## src/pkg/agu_cfg.svh

```systemverilog
`ifndef AGU_CFG_SVH
`define AGU_CFG_SVH
`define AGU_OFF_BREV     12'h000
`define AGU_OFF_PAGE     12'h004
`define AGU_OFF_CIRC     12'h008
`define AGU_OFF_START    12'h00C
`define AGU_OFF_END      12'h010
`define AGU_OFF_CORE     12'h014
`define AGU_REVERSAL_ENABLE_BIT     15
`define AGU_PSV_BIT      2
`define AGU_STACK_PTR    4'hF
`define AGU_RST_BREV     16'h0000
`define AGU_RST_PAGE     8'h00
`define AGU_RST_CIRC     16'h000F
`define AGU_RST_ADDR     16'h0000
`define AGU_RST_CORE     16'h0000
`define AGU_PSV_SIMPLE   2'h1
`define AGU_PSV_OTHER    2'h2
`endif

```

## src/pkg/agu_pkg.sv

```systemverilog
package agu_pkg;
	typedef enum logic [2:0] {
		AGU_MODE_DIRECT = 3'h1,
		AGU_MODE_PREPOST = 3'h2,
		AGU_MODE_OFFSET = 3'h4
	} agu_mode_t;
	typedef struct packed {
		logic        valid;
		logic        is_write;
		logic        is_x_unit;
		logic        is_byte;
		logic        increment;
		agu_mode_t   mode;
		logic [3:0]  ptr_idx;
		logic [15:0] ptr;
		logic [15:0] step;
		logic        simple_move;
		logic        in_repeat;
		logic        repeat_edge;
		logic        table_op;
	} agu_req_t;
	typedef struct packed {
		logic        valid;
		logic [15:0] addr;
		logic        wb_en;
		logic [15:0] wb_value;
		logic        prog_en;
		logic [22:0] prog_addr;
		logic [1:0]  stall;
	} agu_rsp_t;
endpackage : agu_pkg

```

## src/rtl/agu_core.sv

```systemverilog
`timescale 1ns/1ps
`include "agu_cfg.svh"
module agu_core (
	input  wire logic             core_clk,
	input  wire logic             rst_n,
	input  wire logic             psel,
	input  wire logic             penable,
	input  wire logic             pwrite,
	input  wire logic [11:0]      paddr,
	input  wire logic [31:0]      pwdata,
	output logic      [31:0]      prdata,
	output logic                  pready,
	output logic                  pslverr,
	input  wire agu_pkg::agu_req_t req,
	output agu_pkg::agu_rsp_t     rsp,
	input  wire logic [23:0]      prog_word,
	output logic      [15:0]      prog_data
);
	import agu_pkg::*;

	// ****************************************
	// State
	// ****************************************
	typedef struct packed {
		logic [15:0] brev;
		logic [7:0]  page;
		logic [15:0] circ;
		logic [15:0] start_a;
		logic [15:0] end_a;
		logic [15:0] core;
		logic [31:0] prdata;
		logic        pready;
		logic        pslverr;
		agu_rsp_t    rsp;
		logic [15:0] prog_data;
	} agu_state_t;

	agu_state_t st;
	agu_state_t next_st;

	// ****************************************
	// Bus decode signals
	// ****************************************
	logic        apb_setup;
	logic        apb_access;
	logic        apb_commit;
	logic        apb_hit;
	logic [31:0] apb_rdata;
	logic        wr_brev;
	logic        wr_page;
	logic        wr_circ;
	logic        wr_start;
	logic        wr_end;
	logic        wr_core;

	// ****************************************
	// Address path signals
	// ****************************************
	logic [3:0]  sel_ptr;
	logic        circ_en;
	logic        rev_en;
	logic        inc_mode;
	logic        x_word_write;
	logic        brev_on;
	logic        circ_on;
	logic [15:0] pivot;
	logic [15:0] rev_sum;
	logic [16:0] rev_carry;
	logic [15:0] ea_lin;
	logic [15:0] ea_up;
	logic [15:0] ea_down;
	logic        over_end;
	logic        under_start;
	logic [15:0] ea_wrap;
	logic [15:0] ea_final;
	logic        wb_on;
	logic [15:0] wb_val;

	// ****************************************
	// Program window signals
	// ****************************************
	logic        map_on;
	logic [22:0] map_addr;
	logic [1:0]  stall_cnt;
	agu_rsp_t    rsp_next;

	// ****************************************
	// Register bus phases
	// ****************************************
	// Answer is prepared at the setup edge so ready comes from a flop;
	// the write itself waits for the edge at which ready is seen high
	always_comb begin
		apb_setup  = psel && !penable;
		apb_access = psel && penable;
		apb_commit = apb_access && st.pready && !st.pslverr && pwrite;
	end

	// ****************************************
	// Read data and address check
	// ****************************************
	always_comb begin
		apb_hit   = 1'b1;
		apb_rdata = 32'h0000_0000;
		case (paddr)
			`AGU_OFF_BREV: begin
				apb_rdata = {16'h0000, st.brev};
			end
			`AGU_OFF_PAGE: begin
				apb_rdata = {24'h000000, st.page};
			end
			`AGU_OFF_CIRC: begin
				apb_rdata = {16'h0000, st.circ};
			end
			`AGU_OFF_START: begin
				apb_rdata = {16'h0000, st.start_a};
			end
			`AGU_OFF_END: begin
				apb_rdata = {16'h0000, st.end_a};
			end
			`AGU_OFF_CORE: begin
				apb_rdata = {16'h0000, st.core};
			end
			default: begin
				apb_hit = 1'b0;
			end
		endcase
	end

	// ****************************************
	// Write strobes
	// ****************************************
	// Unmapped offsets never reach a register: the error flag blocks the commit
	always_comb begin
		wr_brev  = apb_commit && (paddr == `AGU_OFF_BREV);
		wr_page  = apb_commit && (paddr == `AGU_OFF_PAGE);
		wr_circ  = apb_commit && (paddr == `AGU_OFF_CIRC);
		wr_start = apb_commit && (paddr == `AGU_OFF_START);
		wr_end   = apb_commit && (paddr == `AGU_OFF_END);
		wr_core  = apb_commit && (paddr == `AGU_OFF_CORE);
	end

	// ****************************************
	// Mode qualification
	// ****************************************
	// The circular select field picks the circular pointer; for reversal it only blocks when it names the stack pointer
	always_comb begin
		sel_ptr      = st.circ[3:0];
		circ_en      = st.circ[15];
		rev_en       = st.brev[`AGU_REVERSAL_ENABLE_BIT] && (sel_ptr != `AGU_STACK_PTR);
		inc_mode     = req.increment && (req.mode == AGU_MODE_PREPOST);
		x_word_write = req.is_x_unit && req.is_write && !req.is_byte;
		brev_on      = rev_en && inc_mode && x_word_write;
		// Reversal wins on X word writes; X reads and X byte writes keep the circular correction
		circ_on      = circ_en && (req.ptr_idx == sel_ptr) && !brev_on;
	end

	// ****************************************
	// Reverse-carry adder
	// ****************************************
	// Carries ripple from the msb downward, which equals reversing both operands,
	// adding and reversing back; the pointer itself stays in normal order
	assign pivot         = {st.brev[14:0], 1'b0};
	assign rev_carry[16] = 1'b0;
	generate
		for (genvar i = 0; i < 16; i++) begin : g_rev_bit
			assign rev_sum[i]   = req.ptr[i] ^ pivot[i] ^ rev_carry[i + 1];
			assign rev_carry[i] = (req.ptr[i] & pivot[i]) | (rev_carry[i + 1] & (req.ptr[i] ^ pivot[i]));
		end
	endgenerate

	// ****************************************
	// Linear and circular address
	// ****************************************
	always_comb begin
		ea_lin = req.ptr;
		if (req.mode != AGU_MODE_DIRECT) begin
			ea_lin = 16'(req.ptr + req.step);
		end
	end

	// Compare beyond the bounds, not for equality, so long steps still wrap
	always_comb begin
		over_end    = req.increment && (ea_lin > st.end_a);
		under_start = !req.increment && (ea_lin < st.start_a);
		ea_up       = 16'(ea_lin - st.end_a + st.start_a - 16'h0001);
		ea_down     = 16'(ea_lin + st.end_a - st.start_a + 16'h0001);
		ea_wrap     = ea_lin;
		if (circ_on && (req.mode != AGU_MODE_DIRECT)) begin
			if (over_end) begin
				ea_wrap = ea_up;
			end else if (under_start) begin
				ea_wrap = ea_down;
			end
		end
	end

	// ****************************************
	// Final address
	// ****************************************
	// Reversed addresses are word aligned; the step of the mode is unused then
	always_comb begin
		ea_final = ea_wrap;
		if (brev_on) begin
			ea_final = rev_sum & 16'hFFFE;
		end
	end

	// ****************************************
	// Pointer write-back
	// ****************************************
	// Offset mode corrects the access only; the pointer stays put
	always_comb begin
		wb_on  = req.valid && (req.mode == AGU_MODE_PREPOST);
		wb_val = ea_final;
	end

	// ****************************************
	// Program memory window
	// ****************************************
	// Table operations use their own path to program memory, so the window closes
	always_comb begin
		map_on   = req.valid && ea_final[15]
			&& st.core[`AGU_PSV_BIT] && !req.table_op;
		map_addr = {st.page, ea_final[14:0]};
	end

	// ****************************************
	// Stall count
	// ****************************************
	// The core supplies the loop position; inside a loop only the edges pay twice, the inner passes pay nothing
	always_comb begin
		stall_cnt = 2'h0;
		if (map_on) begin
			if (req.in_repeat) begin
				if (req.repeat_edge) begin
					stall_cnt = `AGU_PSV_OTHER;
				end else begin
					stall_cnt = 2'h0;
				end
			end else if (req.simple_move) begin
				stall_cnt = `AGU_PSV_SIMPLE;
			end else begin
				stall_cnt = `AGU_PSV_OTHER;
			end
		end
	end

	// ****************************************
	// Response
	// ****************************************
	always_comb begin
		rsp_next           = '0;
		rsp_next.valid     = req.valid;
		rsp_next.addr      = ea_final;
		rsp_next.wb_en     = wb_on;
		rsp_next.wb_value  = wb_val;
		rsp_next.prog_en   = map_on;
		rsp_next.prog_addr = map_addr;
		rsp_next.stall     = stall_cnt;
	end

	// ****************************************
	// Next state
	// ****************************************
	always_comb begin
		next_st         = st;
		next_st.pready  = 1'b0;
		next_st.pslverr = 1'b0;
		if (apb_setup) begin
			next_st.pready  = 1'b1;
			next_st.pslverr = !apb_hit;
			next_st.prdata  = apb_rdata;
		end
		if (wr_brev) begin
			next_st.brev = pwdata[15:0];
		end
		if (wr_page) begin
			next_st.page = pwdata[7:0];
		end
		if (wr_circ) begin
			next_st.circ = pwdata[15:0];
		end
		if (wr_start) begin
			next_st.start_a = pwdata[15:0];
		end
		if (wr_end) begin
			next_st.end_a = pwdata[15:0];
		end
		if (wr_core) begin
			next_st.core = pwdata[15:0];
		end
		next_st.rsp       = rsp_next;
		next_st.prog_data = prog_word[15:0];
	end

	// ****************************************
	// Registers
	// ****************************************
	always_ff @(posedge core_clk or negedge rst_n) begin
		if (!rst_n) begin
			st         <= '0;
			st.pready  <= 1'b0;
			st.pslverr <= 1'b0;
			st.brev    <= `AGU_RST_BREV;
			st.page    <= `AGU_RST_PAGE;
			st.circ    <= `AGU_RST_CIRC;
			st.start_a <= `AGU_RST_ADDR;
			st.end_a   <= `AGU_RST_ADDR;
			st.core    <= `AGU_RST_CORE;
		end else begin
			st <= next_st;
		end
	end

	// ****************************************
	// Outputs
	// ****************************************
	assign prdata    = st.prdata;
	assign pready    = st.pready;
	assign pslverr   = st.pslverr;
	assign rsp       = st.rsp;
	assign prog_data = st.prog_data;
endmodule : agu_core

```

## config.mk

```make
export PLATFORM = sky130hd
export DESIGN_NAME = agu_core
export DESIGN_NICKNAME = d
export VERILOG_FILES = /design/src/pkg/agu_pkg.sv /design/src/rtl/agu_core.sv
export VERILOG_INCLUDE_DIRS = /design/src /design/src/pkg
export SDC_FILE = /design/constraint.sdc
export NUM_CORES = 1
export LEC_CHECK = 0
export ABC_CLOCK_PERIOD_IN_PS = 8000
export BUFFER_PORTS_ARGS = -buffer_cell sky130_fd_sc_hd__buf_2
export CORE_MARGIN = 3
export CORE_UTILIZATION = 55
export DETAILED_ROUTE_END_ITERATION = 8
export GPL_TIMING_DRIVEN = 0
export HOLD_SLACK_MARGIN = 0.03
export PLACE_DENSITY = 0.8
export SETUP_SLACK_MARGIN = 0.5
export SYNTH_ARGS = -nofsm -noshare
export SYNTH_HDL_FRONTEND = slang
export SYNTH_SLANG_ARGS = --single-unit
```

## constraint.sdc

```tcl
create_clock -name core_clk -period 8 [get_ports core_clk]
set_clock_uncertainty 0.15 [all_clocks]
set_input_delay 1.2 -clock core_clk [delete_from_list [all_inputs] [get_ports core_clk]]
set_output_delay 1.2 -clock core_clk [all_outputs]
set_load 0.01 [all_outputs]
```

# Yosys cells after proc, flatten, opt, wreduce, memory -nomap -nowiden
# Index checks and enable logic that the tools add are counted.
[word_totals] regBits=166 input_bits=121 output_inout_bits=110 elab_cells=150
[classes] addsub=7 order_cmp=2 eq_ne=9 n_mux=12 n_bitwise=69 n_reduce_logical=35
[ops] cell="$pmux 16 s6" count=1
[ops] cell="$mux 16" count=5
[ops] cell="$add 16x16->16" count=3
[ops] cell="$sub 16x16->16" count=2
[ops] cell="$xor 1x1->1" count=29
[ops] cell="$and 1x1->1" count=27
[ops] cell="$logic_and 1x1->1" count=26
[ops] cell="$eq 12x4->1 const B" count=2
[ops] cell="$eq 12x5->1 const B" count=2
[ops] cell="$add 16x1->16 const B" count=1
[ops] cell="$gt 16x16->1" count=1
[ops] cell="$lt 16x16->1" count=1
[ops] cell="$sub 16x1->16 const B" count=1
[ops] cell="$or 1x1->1" count=13
[ops] cell="$eq 12x3->1 const B" count=1
[ops] cell="$logic_not 12->1" count=1
[ops] cell="$mux 2" count=5
[ops] cell="$logic_not 1->1" count=7
[ops] cell="$reduce_or 6->1" count=1
[ops] cell="$eq 4x4->1" count=1
[ops] cell="$ne 4x4->1 const B" count=1
[ops] cell="$eq 3x2->1 const B" count=1
[ops] cell="$ne 3x1->1 const B" count=1
[ops] cell="$mux 1" count=1

# Logic depth before layout (Yosys ltp)
# Gate-level depths: netlist of the first run.
[depth] ltp_word=33 mapped_depth=21 mapped_depth_nobuf=21

# Least setup slack after synthesis of the first run
# Ideal clock, no wire load.
[synth_timing] path_kind="input to register" start="in req[35] (netlist name)" end="reg st (netlist bit rsp[3])" setup_ns=0.095 arrival_ns=6.731 required_ns=7.755 path_slack_ns=1.023 stages=18 n_path_buf=0 path_cell_list="ha_1 > fa_1 > fa_1 > fa_1 > fa_1 > fa_1 > fa_1 > fa_1 > fa_1 > fa_1 > fa_1 > fa_1 > fa_1 > fa_1 > xnor2_1 > xnor2_1 > nand2_1 > o31ai_1"
[synth_between] elab_chain_len=29
[synth_rtl] element="start, declared" line_no="agu_core.sv:14" rtl="input wire agu_pkg::agu_req_t req,"
[synth_rtl] element="$and 1x1->1 (2 in series)" line_no="agu_core.sv:167" rtl="assign rev_carry[i] = (req.ptr[i] & pivot[i]) | (rev_carry[i + 1] & (req.ptr[i] ^ pivot[i]));"
[synth_rtl] element="$or 1x1->1" line_no="agu_core.sv:167"
[synth_rtl] element="$and 1x1->1" line_no="agu_core.sv:167"
[synth_rtl] element="$or 1x1->1" line_no="agu_core.sv:167"
[synth_rtl] element="$and 1x1->1" line_no="agu_core.sv:167"
[synth_rtl] element="$or 1x1->1" line_no="agu_core.sv:167"
[synth_rtl] element="$and 1x1->1" line_no="agu_core.sv:167"
[synth_rtl] element="$or 1x1->1" line_no="agu_core.sv:167"
[synth_rtl] element="(+13 left out)"
[synth_rtl] element="$or 1x1->1" line_no="agu_core.sv:167"
[synth_rtl] element="$and 1x1->1" line_no="agu_core.sv:167"
[synth_rtl] element="$or 1x1->1" line_no="agu_core.sv:167"
[synth_rtl] element="$and 1x1->1" line_no="agu_core.sv:167"
[synth_rtl] element="$or 1x1->1" line_no="agu_core.sv:167"
[synth_rtl] element="$xor 1x1->1" line_no="agu_core.sv:166" rtl="assign rev_sum[i] = req.ptr[i] ^ pivot[i] ^ rev_carry[i + 1];"
[synth_rtl] element="$mux 16 (*)" line_no="agu_core.sv:203" rtl="if (brev_on) begin"
[synth_rtl] element="via ea_final[1]" line_no="agu_core.sv:75" rtl="logic [15:0] ea_final;"
[synth_rtl] element="end signal, assigned" line_no="agu_core.sv:311" rtl="st <= next_st;"
[synth_rtl] element="end, declared" line_no="agu_core.sv:38" rtl="agu_state_t st;"
# Mark *: on every way through the listed nets, which the timed path passes. The rest lies on a longest branch.
# A chain may end at the register's enable or synchronous reset.

# Worst setup path after layout of the first run
# Same ends and word-level chain as after synthesis.

==> results by group, run 1 <==
Status
  • Status: completed

Timing
  • WHS: 0.258 ns
  • Final Hold Viols: 0
  • Final setup vio count: 0
  • Final min period: 7.15 ns
  • Slew headroom: 29.2%
  • Setup WS post-layout: 0.855 ns
  • Slew at the pin with the worst max-slew slack: 1.05 ns
  • Setup_tns: 0 ns
  • Final Slew Violations: 0
  • RSZ-0062 raised after global routing: no
  • Final period util: 89.3%
  • Fmax: 140 MHz

Hold path
  • HP Class: reg2reg

Detailed routing
  • WL final: 29.1 mm
  • WL/cell: 18.4 um
  • # DRC: 0
  • Vias/cell: 5.67
  • Vias: 8,962
  • Drt pass-1 iters: 8
  • DRT antenna net count: 0
  • First-iteration detailed-routing DRC count: 721

Floorplan
  • Die Y: 148 um
  • Die area: 0.0218 mm^2
  • Initial core utilization: 56.5%
  • # IOs: 231
  • DIE WIDTH: 148 um
  • Row Count: 51
  • CORE AREA: 0.0196 mm^2

Synthesis
  • Mapped cell area: 0.0111 mm^2
  • Post-synth top flop: dfrtp_1
  • Synth Register Bits: 151
  • Syn Inst Count: 1,080
  • Syn_area_per_cell: 10.2 um^2
  • EDFF count, synth: 0
  • Async S/R FF share, synth: 100%
  • Sequential share of the synthesized area: 34.2%
  • Post-synth cell types: 88
  • Yosys warning total: 0

Clock tree
  • Post_cts resized: 0
  • Clock-pin slew on the worst setup and hold paths: 0.07 ns
  • Clock latency on the worst-skew pair: 0.43 ns
  • Clk root buf: clkbuf_16
  • TritonCTS clock tree: done
  • Hold buffer count at CTS: 0
  • H-tree depth: 4
  • CTS buffer count: 17
  • Clk buf depth: 2
  • CTS Sinks: 151
  • Post-CTS setup buffer count: 0

Cells and area
  • Multi-input logic area: 0.00614 mm^2
  • Layout cell share with drive strength beyond 1: 34.6%
  • Finished Layout Cells: 1,581
  • Most common cell after layout, fill and taps aside: buf_2
  • Final Net Count: 1,546
  • Antenna cell count: 0
  • Filler Cells Inserted: 1,603
  • Storage element area: 0.00378 mm^2
  • Final Cell Area: 0.0130 mm^2
  • Layout area overhead: 17.4%
  • Post-layout util: 66.3%
  • Most frequent cells in the layout: buf_2, dfrtp_1, buf_4, nand2_1, ha_1

Critical path
  • Slowest cell on the critical path: fa_1
  • Worst-path fanout max: 4
  • Worst setup EP type: register
  • R2R depth: 18
  • Crit Reg-Reg Startpoint: pivot[15]$_DFFE_PN0P_
  • Cell mode on critical path: fa_1
  • Critical path cell sequence: buf_2, ha_1, fa_1, fa_1, fa_1, fa_1, fa_1, fa_1, fa_1, fa_1, fa_1, fa_1, fa_1, fa_1, fa_1, xnor2_1, xnor2_1, nand2_1, o31ai_1
  • Worst reg2reg path endpoint: rsp[3]$_DFF_PN0_
  • Critical path data required time: 8.19 ns
  • Crit path DAT: 7.33 ns
  • Worst path max stage delay: 0.43 ns
  • Critical Path Source Type: primary input
  • Reg2Reg Setup Slack: 1.31 ns
  • CP endpoint: rsp[3]$_DFF_PN0_
  • Setup CP Type: in2reg
  • Critical path launch point: req[35]

Placed design
  • Placer Congestion: 0.912
  • Detailed placement HPWL: 23.3 mm
  • DP Cell Count: 1,549
  • I/O Buffers: 188
  • DP Worst Slack: 0.508 ns
  • Cell Area, Placed: 0.0124 mm^2

Power
  • Final Total Pwr: 2.20 mW
  • Worst vdd ir: 0.151 mV
  • Leakage power: 6.48 nW
  • PD cells: 169 mW/mm^2

Job
  • MaxCap Viol Count: 0

GRT
  • GRT Overall Usage: 26.7%
  • GRT overflow: 0
  • Largest net degree at the start of global routing: 104
  • Vias in the first global route: 8,617
  • First-pass GRT wire length: 45.9 mm
  • Initial antenna violation count: 1
state kept, by name (all words and copies together) (netlist names):
| signal | flops |
|---|---|
| pivot | 15 |
| pslverr | 1 |
| circ_en | 1 |
| map_addr | 8 |
| st | 60 |
| prdata | 16 |
| sel_ptr | 4 |
| prog_data | 16 |
| pready | 1 |
| rsp | 29 |
cells in the mapped netlist (5+ instances only):
master	number	area share (%)
dfrtp_1	147	33
buf_4	108	7.3
nand2_1	95	3.2
ha_1	77	8.7
mux2_2	73	7.4
inv_1	58	2.0
o21ai_0	50	2.3
nor2_1	48	1.6
a21oi_1	45	2.0
fa_1	45	8.1
a22oi_1	28	1.9
xnor2_1	24	1.9
clkbuf_1	21	0.71
nand3_1	16	0.72
xor2_1	16	1.3
o21a_1	15	1.0
a22o_1	14	1.1
a21o_1	11	0.75
a221oi_1	11	0.87
buf_2	9	0.41
nand4_1	9	0.51
a222oi_1	8	0.72
a31oi_1	8	0.45
nor3_1	8	0.36
o21bai_1	7	0.48
or3_1	7	0.40
a211oi_1	6	0.41
nand2b_1	6	0.34
nor4_1	6	0.34
and2_1	5	0.28
nor2b_1	5	0.28
o211ai_1	5	0.34
o21ai_1	5	0.23
worst max-delay path, delay by kind of cell:
family | cells | cell delay, ns
AO/OA/AOI/OAI | 1 | 0.10
buffers and inverters | 1 | 0.13
AND/OR/NAND/NOR | 1 | 0.06
adder cells (fa/ha/maj) | 14 | 5.54
XOR/XNOR | 2 | 0.30
cell type report:
cell class	count	area share, %
plain buffers	141	7.44
clock buffers	17	3.28
clock inverters	15	1.06
inverters	59	1.72
multi-input cells	744	47.3
flip-flops and latches	151	29.1
well taps	265	2.55
repair buffers	189	7.51
per-layer routing:
metal	up-vias	routed length [um]	track usage, %
li1	4172	-	-
met1	4419	12000	35.5
met2	320	14300	44.2
met3	49	2000	5.09
met4	2	754	8.68
met5	-	9	0
how the worst min path moves through the flow:
stage / startpoint / to / slack, ns / cells past startpoint
floorplan: map_addr[15]$_DFFE_PN0P_ / rsp[17]$_DFF_PN0_ / 0.22 / 0
global placement: map_addr[16]$_DFFE_PN0P_ / rsp[18]$_DFF_PN0_ / 0.24 / 0
detailed placement: map_addr[16]$_DFFE_PN0P_ / rsp[18]$_DFF_PN0_ / 0.24 / 0
CTS: map_addr[16]$_DFFE_PN0P_ / rsp[18]$_DFF_PN0_ / 0.26 / 0
global route: map_addr[17]$_DFFE_PN0P_ / rsp[19]$_DFF_PN0_ / 0.28 / 0
finish: map_addr[16]$_DFFE_PN0P_ / rsp[18]$_DFF_PN0_ / 0.26 / 0
where the power goes:
| group | total, mW | leakage (nW) | switching (mW) | internal, mW |
|---|---|---|---|---|
| sequential | 0.799 | 1.93 | 0.0149 | 0.784 |
| clock | 0.776 | 0.266 | 0.367 | 0.410 |
| combinational | 0.624 | 4.28 | 0.338 | 0.285 |
| total | 2.20 | 6.48 | 0.720 | 1.48 |
cell families (layout without fill, tap and decap cells):
kind of cell / count (synthesis) / after routing / synth area share (%)
other: 1 / 16 / 0.0339
AOI/OAI and AO/OA: 253 / 253 / 16.5
buffers and inverters: 200 / 421 / 10.8
adders and majority gates: 122 / 122 / 16.9
DFF: 151 / 151 / 34.2
muxes: 77 / 77 / 7.84
xor gates and xnor gates: 40 / 40 / 3.17
and+or+nand+nor: 236 / 236 / 10.7
Note: power is estimated with default switching activity, not from simulation.
==> inputs of run 2 (changes only) <==
--- a/config.mk
+++ b/config.mk
@@ -6,6 +6,7 @@
 export SDC_FILE = /design/constraint.sdc
 export NUM_CORES = 1
 export LEC_CHECK = 0
+export ABC_AREA = 1
 export ABC_CLOCK_PERIOD_IN_PS = 8000
 export BUFFER_PORTS_ARGS = -buffer_cell sky130_fd_sc_hd__buf_2
 export CORE_MARGIN = 3
@@ -13,7 +14,7 @@
 export DETAILED_ROUTE_END_ITERATION = 8
 export GPL_TIMING_DRIVEN = 0
 export HOLD_SLACK_MARGIN = 0.03
-export PLACE_DENSITY = 0.8
+export PLACE_DENSITY = 0.82
 export SETUP_SLACK_MARGIN = 0.5
 export SYNTH_ARGS = -nofsm -noshare
 export SYNTH_HDL_FRONTEND = slang
==> run 2 against run 1 <==
Against the previous run:
- first-iteration DRC count rose by 24%
- clock power rose by 2%
- via count rose by 12%
- critical path depth fell by 2
- largest power group is now combinational cells
- largest cell class unchanged
- worst hold slack improved by 0.0075 ns
- register-to-register slack improved by 0.13 ns
- sequential power rose by 0.6%
- worst setup slack improved by 0.15 ns
- non-clock buffer count fell by 3
- power rose by 13%
- synthesized cell count rose by 26%
- sequential share of layout area fell by 0.28 points
==> results by group, run 2 <==
Status
  • Status: completed (unchanged)

Detailed routing
  • First-iteration detailed-routing DRC count: 891 (was 721)
  • WL/cell: 16.8 um (was 18.4 um)
  • DRT antenna net count: 0 (unchanged)
  • Drt pass-1 iters: 6 (was 8)
  • Vias/cell: 5.41 (was 5.67)
  • WL final: 31.3 mm (was 29.1 mm)
  • # DRC: 0 (unchanged)
  • Vias: 10,100 (was 8,962)

Clock tree
  • Post-CTS setup buffer count: 0 (unchanged)
  • Clk buf depth: 2 (unchanged)
  • Clock latency on the worst-skew pair: 0.43 ns (about the same)
  • CTS buffer count: 17 (unchanged)
  • H-tree depth: 4 (unchanged)
  • CTS Sinks: 151 (unchanged)
  • Post_cts resized: 0 (unchanged)
  • TritonCTS clock tree: done (unchanged)
  • Hold buffer count at CTS: 0 (unchanged)
  • Clock-pin slew on the worst setup and hold paths: 0.07 ns (about the same)
  • Clk root buf: clkbuf_16 (unchanged)

Synthesis
  • Yosys warning total: 0 (unchanged)
  • Syn Inst Count: 1,357 (was 1,080)
  • Syn_area_per_cell: 8.23 um^2 (was 10.2 um^2)
  • EDFF count, synth: 0 (unchanged)
  • Async S/R FF share, synth: 100% (unchanged)
  • Largest cells by area after synthesis: dfrtp_1, nand2_1, ha_1, fa_1, buf_4 (was dfrtp_1, ha_1, fa_1, mux2_2, buf_4)
  • Count leader, synth: nand2_1 (was dfrtp_1)
  • Synth Register Bits: 151 (unchanged)
  • Post-synth top flop: dfrtp_1 (unchanged)
  • Sequential share of the synthesized area: 33.9% (was 34.2%)
  • Most frequent cells after synthesis: nand2_1, dfrtp_1, inv_1 (was dfrtp_1, buf_4, nand2_1)
  • Post-synth top area share: 32.9% (was 33.3%)
  • Mapped cell area: 0.0112 mm^2 (was 0.0111 mm^2)
  • Post-synth cell types: 57 (was 88)
  • Synth area leader: dfrtp_1 (unchanged)

Cells and area
  • Largest Register: st (unchanged)
  • Most frequent cells in the layout: nand2_1, buf_2, dfrtp_1, inv_1, o21ai_0 (was buf_2, dfrtp_1, buf_4, nand2_1, ha_1)
  • Final Net Count: 1,825 (was 1,546)
  • Antenna cell count: 0 (unchanged)
  • Max FFs per register: 60 (unchanged)
  • Layout area overhead: 17.4% (about the same)
  • Most common cell after layout, fill and taps aside: nand2_1 (was buf_2)
  • Filler Cells Inserted: 1,671 (was 1,603)
  • Layout cell share with drive strength beyond 1: 24.5% (was 34.6%)
  • Finished Layout Cells: 1,860 (was 1,581)

Power
  • Clock power share: 32.0% (was 35.3%)
  • Worst vdd ir: 0.163 mV (was 0.151 mV)
  • Combinational fraction of design power: 35.6% (was 28.4%)
  • Leakage power: 6.54 nW (was 6.48 nW)
  • Reg power frac: 32.5% (was 36.3%)
  • Internal power: 1.58 mW (was 1.48 mW)
  • PD cells: 189 mW/mm^2 (was 169 mW/mm^2)
  • Sw Share: 36.1% (was 32.7%)
  • Sw Pwr: 893 uW (was 720 uW)

Critical path
  • Worst reg2reg path endpoint: rsp[3]$_DFF_PN0_ (unchanged)
  • Crit Reg-Reg Startpoint: pivot[15]$_DFFE_PN0P_ (unchanged)
  • Worst setup EP type: register (unchanged)
  • Reg2Reg Setup Slack: 1.44 ns (was 1.31 ns)
  • R2R depth: 16 (was 18)
  • Crit path DAT: 7.19 ns (was 7.33 ns)
  • Critical path data required time: 8.19 ns (about the same)
  • Setup CP Type: in2reg (unchanged)
  • Critical Path Source Type: primary input (unchanged)
  • Worst-path fanout max: 3 (was 4)

Hold path
  • Hold path depth: 0 (unchanged)
  • HP Class: reg2reg (unchanged)
  • Worst hold start: map_addr[22]$_DFFE_PN0P_ (was map_addr[16]$_DFFE_PN0P_)
  • Hold EP: rsp[24]$_DFF_PN0_ (was rsp[18]$_DFF_PN0_)

GRT
  • Initial antenna violation count: 0 (was 1)
  • Largest net degree at the start of global routing: 82 (was 104)
  • GRT overflow: 0 (unchanged)
  • Vias in the first global route: 9,623 (was 8,617)
  • GRT Overall Usage: 28.3% (was 26.7%)
  • First-pass GRT wire length: 49.0 mm (was 45.9 mm)

Timing
  • RSZ-0062 raised after global routing: no (unchanged)
  • WHS: 0.265 ns (was 0.258 ns)
  • Slew headroom: 50.0% (was 29.2%)
  • Final min period: 7.00 ns (was 7.15 ns)
  • Final Hold Viols: 0 (unchanged)
  • Final period util: 87.5% (was 89.3%)
  • Final setup vio count: 0 (unchanged)
  • Fmax: 143 MHz (was 140 MHz)
  • Setup_tns: 0 ns (unchanged)
  • Final Slew Violations: 0 (unchanged)
  • Slew at the pin with the worst max-slew slack: 0.750 ns (was 1.05 ns)

Job
  • MaxCap Viol Count: 0 (unchanged)

Placed design
  • DP Cell Count: 1,828 (was 1,549)
  • Placer Congestion: 0.967 (was 0.912)
  • I/O Buffers: 190 (was 188)
  • Detailed placement HPWL: 25.1 mm (was 23.3 mm)

Floorplan
  • Initial core utilization: 56.6% (was 56.5%)
  • CORE AREA: 0.0197 mm^2 (was 0.0196 mm^2)
  • DIE WIDTH: 149 um (was 148 um)
  • # IOs: 231 (unchanged)
  • Die area: 0.0221 mm^2 (was 0.0218 mm^2)
  • Die Y: 149 um (was 148 um)
  • Row Count: 51 (unchanged)
run 2: cell count changes after synthesis, moves of 28 or more:
cell     before  now
nand2_1      95  275
inv_1        58  146
mux2_2       73    0
nand3_1      16   56
o21ai_0      50  139
o21ai_1       5   41
a22oi_1      28    0
run 2: how the worst max path moves through the flow:
stage,slack (ns),from,cells after the start,endpoint
floorplan,1.17,req[35],16,rsp[3]$_DFF_PN0_
finish,1.00,req[35],17,rsp[3]$_DFF_PN0_
global route,0.88,req[35],17,rsp[3]$_DFF_PN0_
CTS,1.08,req[35],17,rsp[3]$_DFF_PN0_
detailed placement,0.65,req[35],17,rsp[3]$_DFF_PN0_
global placement,0.76,req[35],17,rsp[3]$_DFF_PN0_
run 2: area by class of cell:
cell class                      instances  area (um^2)  area share, %
Sequential cell                       151         3780           28.9
Clock buffer                           18          439           3.35
Buffer                                136          936           7.14
Inverter                              158          598           4.56
Tap cell                              265          332           2.53
Multi-Input combinational cell        927         5910           45.1
Timing Repair Buffer                  191          985           7.51
Clock inverter                         14          133           1.01
run 2: critical path, stage by stage:
cell and delay, ns:
buf_2 0.12, ha_1 0.20, fa_1 0.38, fa_1 0.41, fa_1 0.43, fa_1 0.42
fa_1 0.41, fa_1 0.41, fa_1 0.41, fa_1 0.40, fa_1 0.43, fa_1 0.42
fa_1 0.40, fa_1 0.40, fa_1 0.41, xor2_1 0.17, o22ai_1 0.16
run 2: through the flow:
stage	total power, mW	cell area [um^2]	setup WS (ns)	util [%]
3_3_place_gp	1.67	12500	0.757	63.4
5_1_grt	2.62	13100	0.884	66.5
2_1_floorplan	1.44	11200	1.17	-
6_report	2.48	13100	1.00	66.5
3_5_place_dp	1.69	12500	0.645	63.6
4_1_cts	2.48	13100	1.08	66.5
run 2: kinds of logic (layout without fill, tap and decap cells):
| logic type | count (synthesis) | after routing | synth area share [%] |
|---|---|---|---|
| AOI/OAI and AO/OA | 301 | 301 | 15.1 |
| DFF | 151 | 151 | 33.9 |
| buffers and inverters | 294 | 517 | 13.7 |
| adders and majority gates | 122 | 122 | 16.7 |
| xor gates and xnor gates | 26 | 26 | 2.04 |
| and+or+nand+nor | 462 | 462 | 18.5 |
| other | 1 | 16 | 0.0336 |
run 2: routing by layer:
metal	wire length [um]	GRT usage, %	vias up
met3	2470	5.12	72
met2	15200	47.9	438
met1	12500	36.3	4755
li1	-	-	4796
met5	0	0	-
met4	1070	10.6	0
run 2: power groups by stage:
stage               Sequential [mW]  Combinational, mW  Clock (mW)
floorplan                     0.814              0.624           0
global placement              0.817              0.848           0
detailed placement            0.818              0.868           0
CTS                           0.804              0.876       0.798
global route                  0.807              0.985       0.826
finish                        0.804              0.880       0.792
==> inputs of run 3 (changes only) <==
--- a/config.mk
+++ b/config.mk
@@ -9,7 +9,6 @@
 export ABC_AREA = 1
 export ABC_CLOCK_PERIOD_IN_PS = 8000
 export BUFFER_PORTS_ARGS = -buffer_cell sky130_fd_sc_hd__buf_2
-export CORE_MARGIN = 3
 export CORE_UTILIZATION = 55
 export DETAILED_ROUTE_END_ITERATION = 8
 export GPL_TIMING_DRIVEN = 0
==> run 3 against run 2 <==
Against the previous run:
- first-iteration DRC count grew 11%
- flip-flop and latch count stayed put
- largest cell class unchanged
- core utilization is 0.32 points higher
- worst setup slack got worse by 0.0062 ns
- clock power grew 3.7%
- count of clock-buffer cells in the layout down 1
- sequential share of layout area barely moved
- critical path depth did not move
- register-to-register slack lost 0.02 ns
- largest power group unchanged
==> results by group, run 3 (synthesized netlist as in run 2, its figures left out) <==
Clock tree
  • Clk root buf: clkbuf_16 (unchanged)
  • TritonCTS clock tree: done (unchanged)
  • Clock-pin slew on the worst setup and hold paths: 0.07 ns (about the same)
  • Post-CTS setup buffer count: 0 (unchanged)
  • CTS buffer count: 17 (unchanged)
  • CTS Sinks: 151 (unchanged)
  • Clock latency on the worst-skew pair: 0.44 ns (was 0.43 ns)
  • H-tree depth: 4 (unchanged)
  • Post_cts resized: 0 (unchanged)
  • Hold buffer count at CTS: 0 (unchanged)
  • Clk buf depth: 2 (unchanged)

Timing
  • RSZ-0062 raised after global routing: no (unchanged)
  • Final Slew Violations: 0 (unchanged)
  • Final min period: 7.00 ns (about the same)
  • Final Hold Viols: 0 (unchanged)
  • Slew at the pin with the worst max-slew slack: 0.782 ns (was 0.750 ns)
  • Final period util: 87.5% (about the same)
  • Setup WS post-layout: 0.996 ns (was 1.00 ns)
  • Final setup vio count: 0 (unchanged)
  • Setup_tns: 0 ns (unchanged)
  • Fmax: 143 MHz (about the same)
  • Slew headroom: 47.8% (was 50.0%)

Critical path
  • Crit path max-delay family: adder cells (unchanged)
  • Worst-path fanout max: 3 (unchanged)
  • Crit Reg-Reg Startpoint: pivot[15]$_DFFE_PN0P_ (unchanged)
  • Reg2Reg Setup Slack: 1.42 ns (was 1.44 ns)
  • CP Buf/Inv Count: 1 (unchanged)
  • R2R depth: 16 (unchanged)
  • Critical path data required time: 8.19 ns (about the same)
  • Crit path DAT: 7.20 ns (was 7.19 ns)
  • Worst reg2reg path endpoint: rsp[3]$_DFF_PN0_ (unchanged)
  • Worst path max stage delay: 0.42 ns (was 0.43 ns)
  • Slowest cell on the critical path: fa_1 (unchanged)
  • Setup CP Type: in2reg (unchanged)
  • Critical Path Source Type: primary input (unchanged)
  • Worst setup EP type: register (unchanged)
  • Critical path cell sequence: buf_2, ha_1, fa_1, fa_1, fa_1, fa_1, fa_1, fa_1, fa_1, fa_1, fa_1, fa_1, fa_1, fa_1, fa_1, xor2_1, o22ai_1 (unchanged)
  • Cell mode on critical path: fa_1 (unchanged)

Power
  • Final Total Pwr: 2.50 mW (was 2.48 mW)
  • PD cells: 190 mW/mm^2 (was 189 mW/mm^2)
  • Leakage power: 6.54 nW (about the same)
  • Worst vdd ir: 0.174 mV (was 0.163 mV)

Cells and area
  • Filler Cells Inserted: 1,645 (was 1,671)
  • Antenna cell count: 0 (unchanged)
  • Max FFs per register: 60 (unchanged)
  • Most frequent cells in the layout: nand2_1, buf_2, dfrtp_1, inv_1, o21ai_0 (unchanged)
  • Layout area overhead: 17.6% (was 17.4%)
  • Final Cell Area: 0.0131 mm^2 (about the same)
  • Layout cell share with drive strength beyond 1: 24.5% (unchanged)
  • Largest Register: st (unchanged)
  • Final Net Count: 1,825 (unchanged)
  • Post-layout util: 66.8% (was 66.5%)
  • Most common cell after layout, fill and taps aside: nand2_1 (unchanged)

Floorplan
  • Die Y: 145 um (was 149 um)
  • Initial core utilization: 56.8% (was 56.6%)
  • CORE AREA: 0.0197 mm^2 (about the same)
  • Die area: 0.0209 mm^2 (was 0.0221 mm^2)
  • DIE WIDTH: 145 um (was 149 um)
  • # IOs: 231 (unchanged)
  • Row Count: 51 (unchanged)

GRT
  • GRT Overall Usage: 29.9% (was 28.3%)
  • GRT overflow: 0 (unchanged)
  • Initial antenna violation count: 0 (unchanged)
  • M2 GR Usage: 50.0% (was 47.9%)
  • First-pass GRT wire length: 46.7 mm (was 49.0 mm)
  • Largest net degree at the start of global routing: 83 (was 82)
  • Vias in the first global route: 9,197 (was 9,623)
  • GR Util met1: 36.9% (was 36.3%)
  • GR Util met3: 6.79% (was 5.12%)
  • Most Crowded Layer GR: met2 (unchanged)

Hold path
  • HP Class: reg2reg (unchanged)
  • Hold path depth: 0 (unchanged)
  • Hold EP: rsp[24]$_DFF_PN0_ (unchanged)
  • Worst hold start: map_addr[22]$_DFFE_PN0P_ (unchanged)

Status
  • Status: completed (unchanged)

Placed design
  • I/O Buffers: 190 (unchanged)
  • Cell Area, Placed: 0.0125 mm^2 (unchanged)
  • Placer Congestion: 0.960 (was 0.967)
  • Detailed placement HPWL: 24.5 mm (was 25.1 mm)
  • DP Worst Slack: 0.656 ns (was 0.645 ns)

Detailed routing
  • Drt pass-1 iters: 7 (was 6)
  • Vias/cell: 5.46 (was 5.41)
  • # DRC: 0 (unchanged)
  • WL final: 30.4 mm (was 31.3 mm)
  • WL/cell: 16.3 um (was 16.8 um)
  • DRT antenna net count: 0 (unchanged)
  • First-iteration detailed-routing DRC count: 986 (was 891)
  • Vias: 10,200 (was 10,100)

Job
  • MaxCap Viol Count: 0 (unchanged)
-- run 3: cell count changes in the layout (fill, tap and decap cells not counted) --
cell        delta
clkinv_4       -3
inv_8          -3
bufinv_16      +2
clkinv_2       +2
inv_6          +2
clkbuf_8       -1
clkinvlp_4     +1
-- run 3: area by class of cell --
class	count	area, um^2	share of cell area, %
buffer	136	936	7.13
tap	265	332	2.52
multi-input combinational	927	5910	45.0
timing repair buffer	191	985	7.50
clock inverter	15	168	1.28
clock buffer	17	425	3.24
inverter	158	598	4.55
sequential	151	3780	28.8
-- run 3: report_power, final --
| group | leakage (nW) | internal, mW | total (mW) | switching, mW |
|---|---|---|---|---|
| Sequential | 2.01 | 0.787 | 0.804 | 0.0164 |
| Clock | 0.284 | 0.467 | 0.821 | 0.354 |
| Combinational | 4.25 | 0.375 | 0.876 | 0.501 |
| Total | 6.54 | 1.63 | 2.50 | 0.872 |
-- run 3: per-stage QoR --
stage / instances / hold slack (ns)
6_report: 1860 / 0.271
3_3_place_gp: 1827 / 0.246
5_1_grt: 1860 / 0.282
4_1_cts: 1860 / 0.268
3_5_place_dp: 1828 / 0.252
2_1_floorplan: 1372 / 0.224
-- run 3: worst max path at each step --
stage | from | end | cells after the start
final | req[35] | rsp[3]$_DFF_PN0_ | 17
after global routing | req[35] | rsp[3]$_DFF_PN0_ | 17
after CTS | req[35] | rsp[3]$_DFF_PN0_ | 17
after detailed placement | req[35] | rsp[3]$_DFF_PN0_ | 17
after global placement | req[35] | rsp[3]$_DFF_PN0_ | 17
after floorplan | req[35] | rsp[3]$_DFF_PN0_ | 16
-- run 3: metal layers --
layer,vias to the layer above,part of all wire (%)
met5,-,0
li1,4800,-
met4,0,3.7
met2,511,49
met3,86,8.7
met1,4755,39
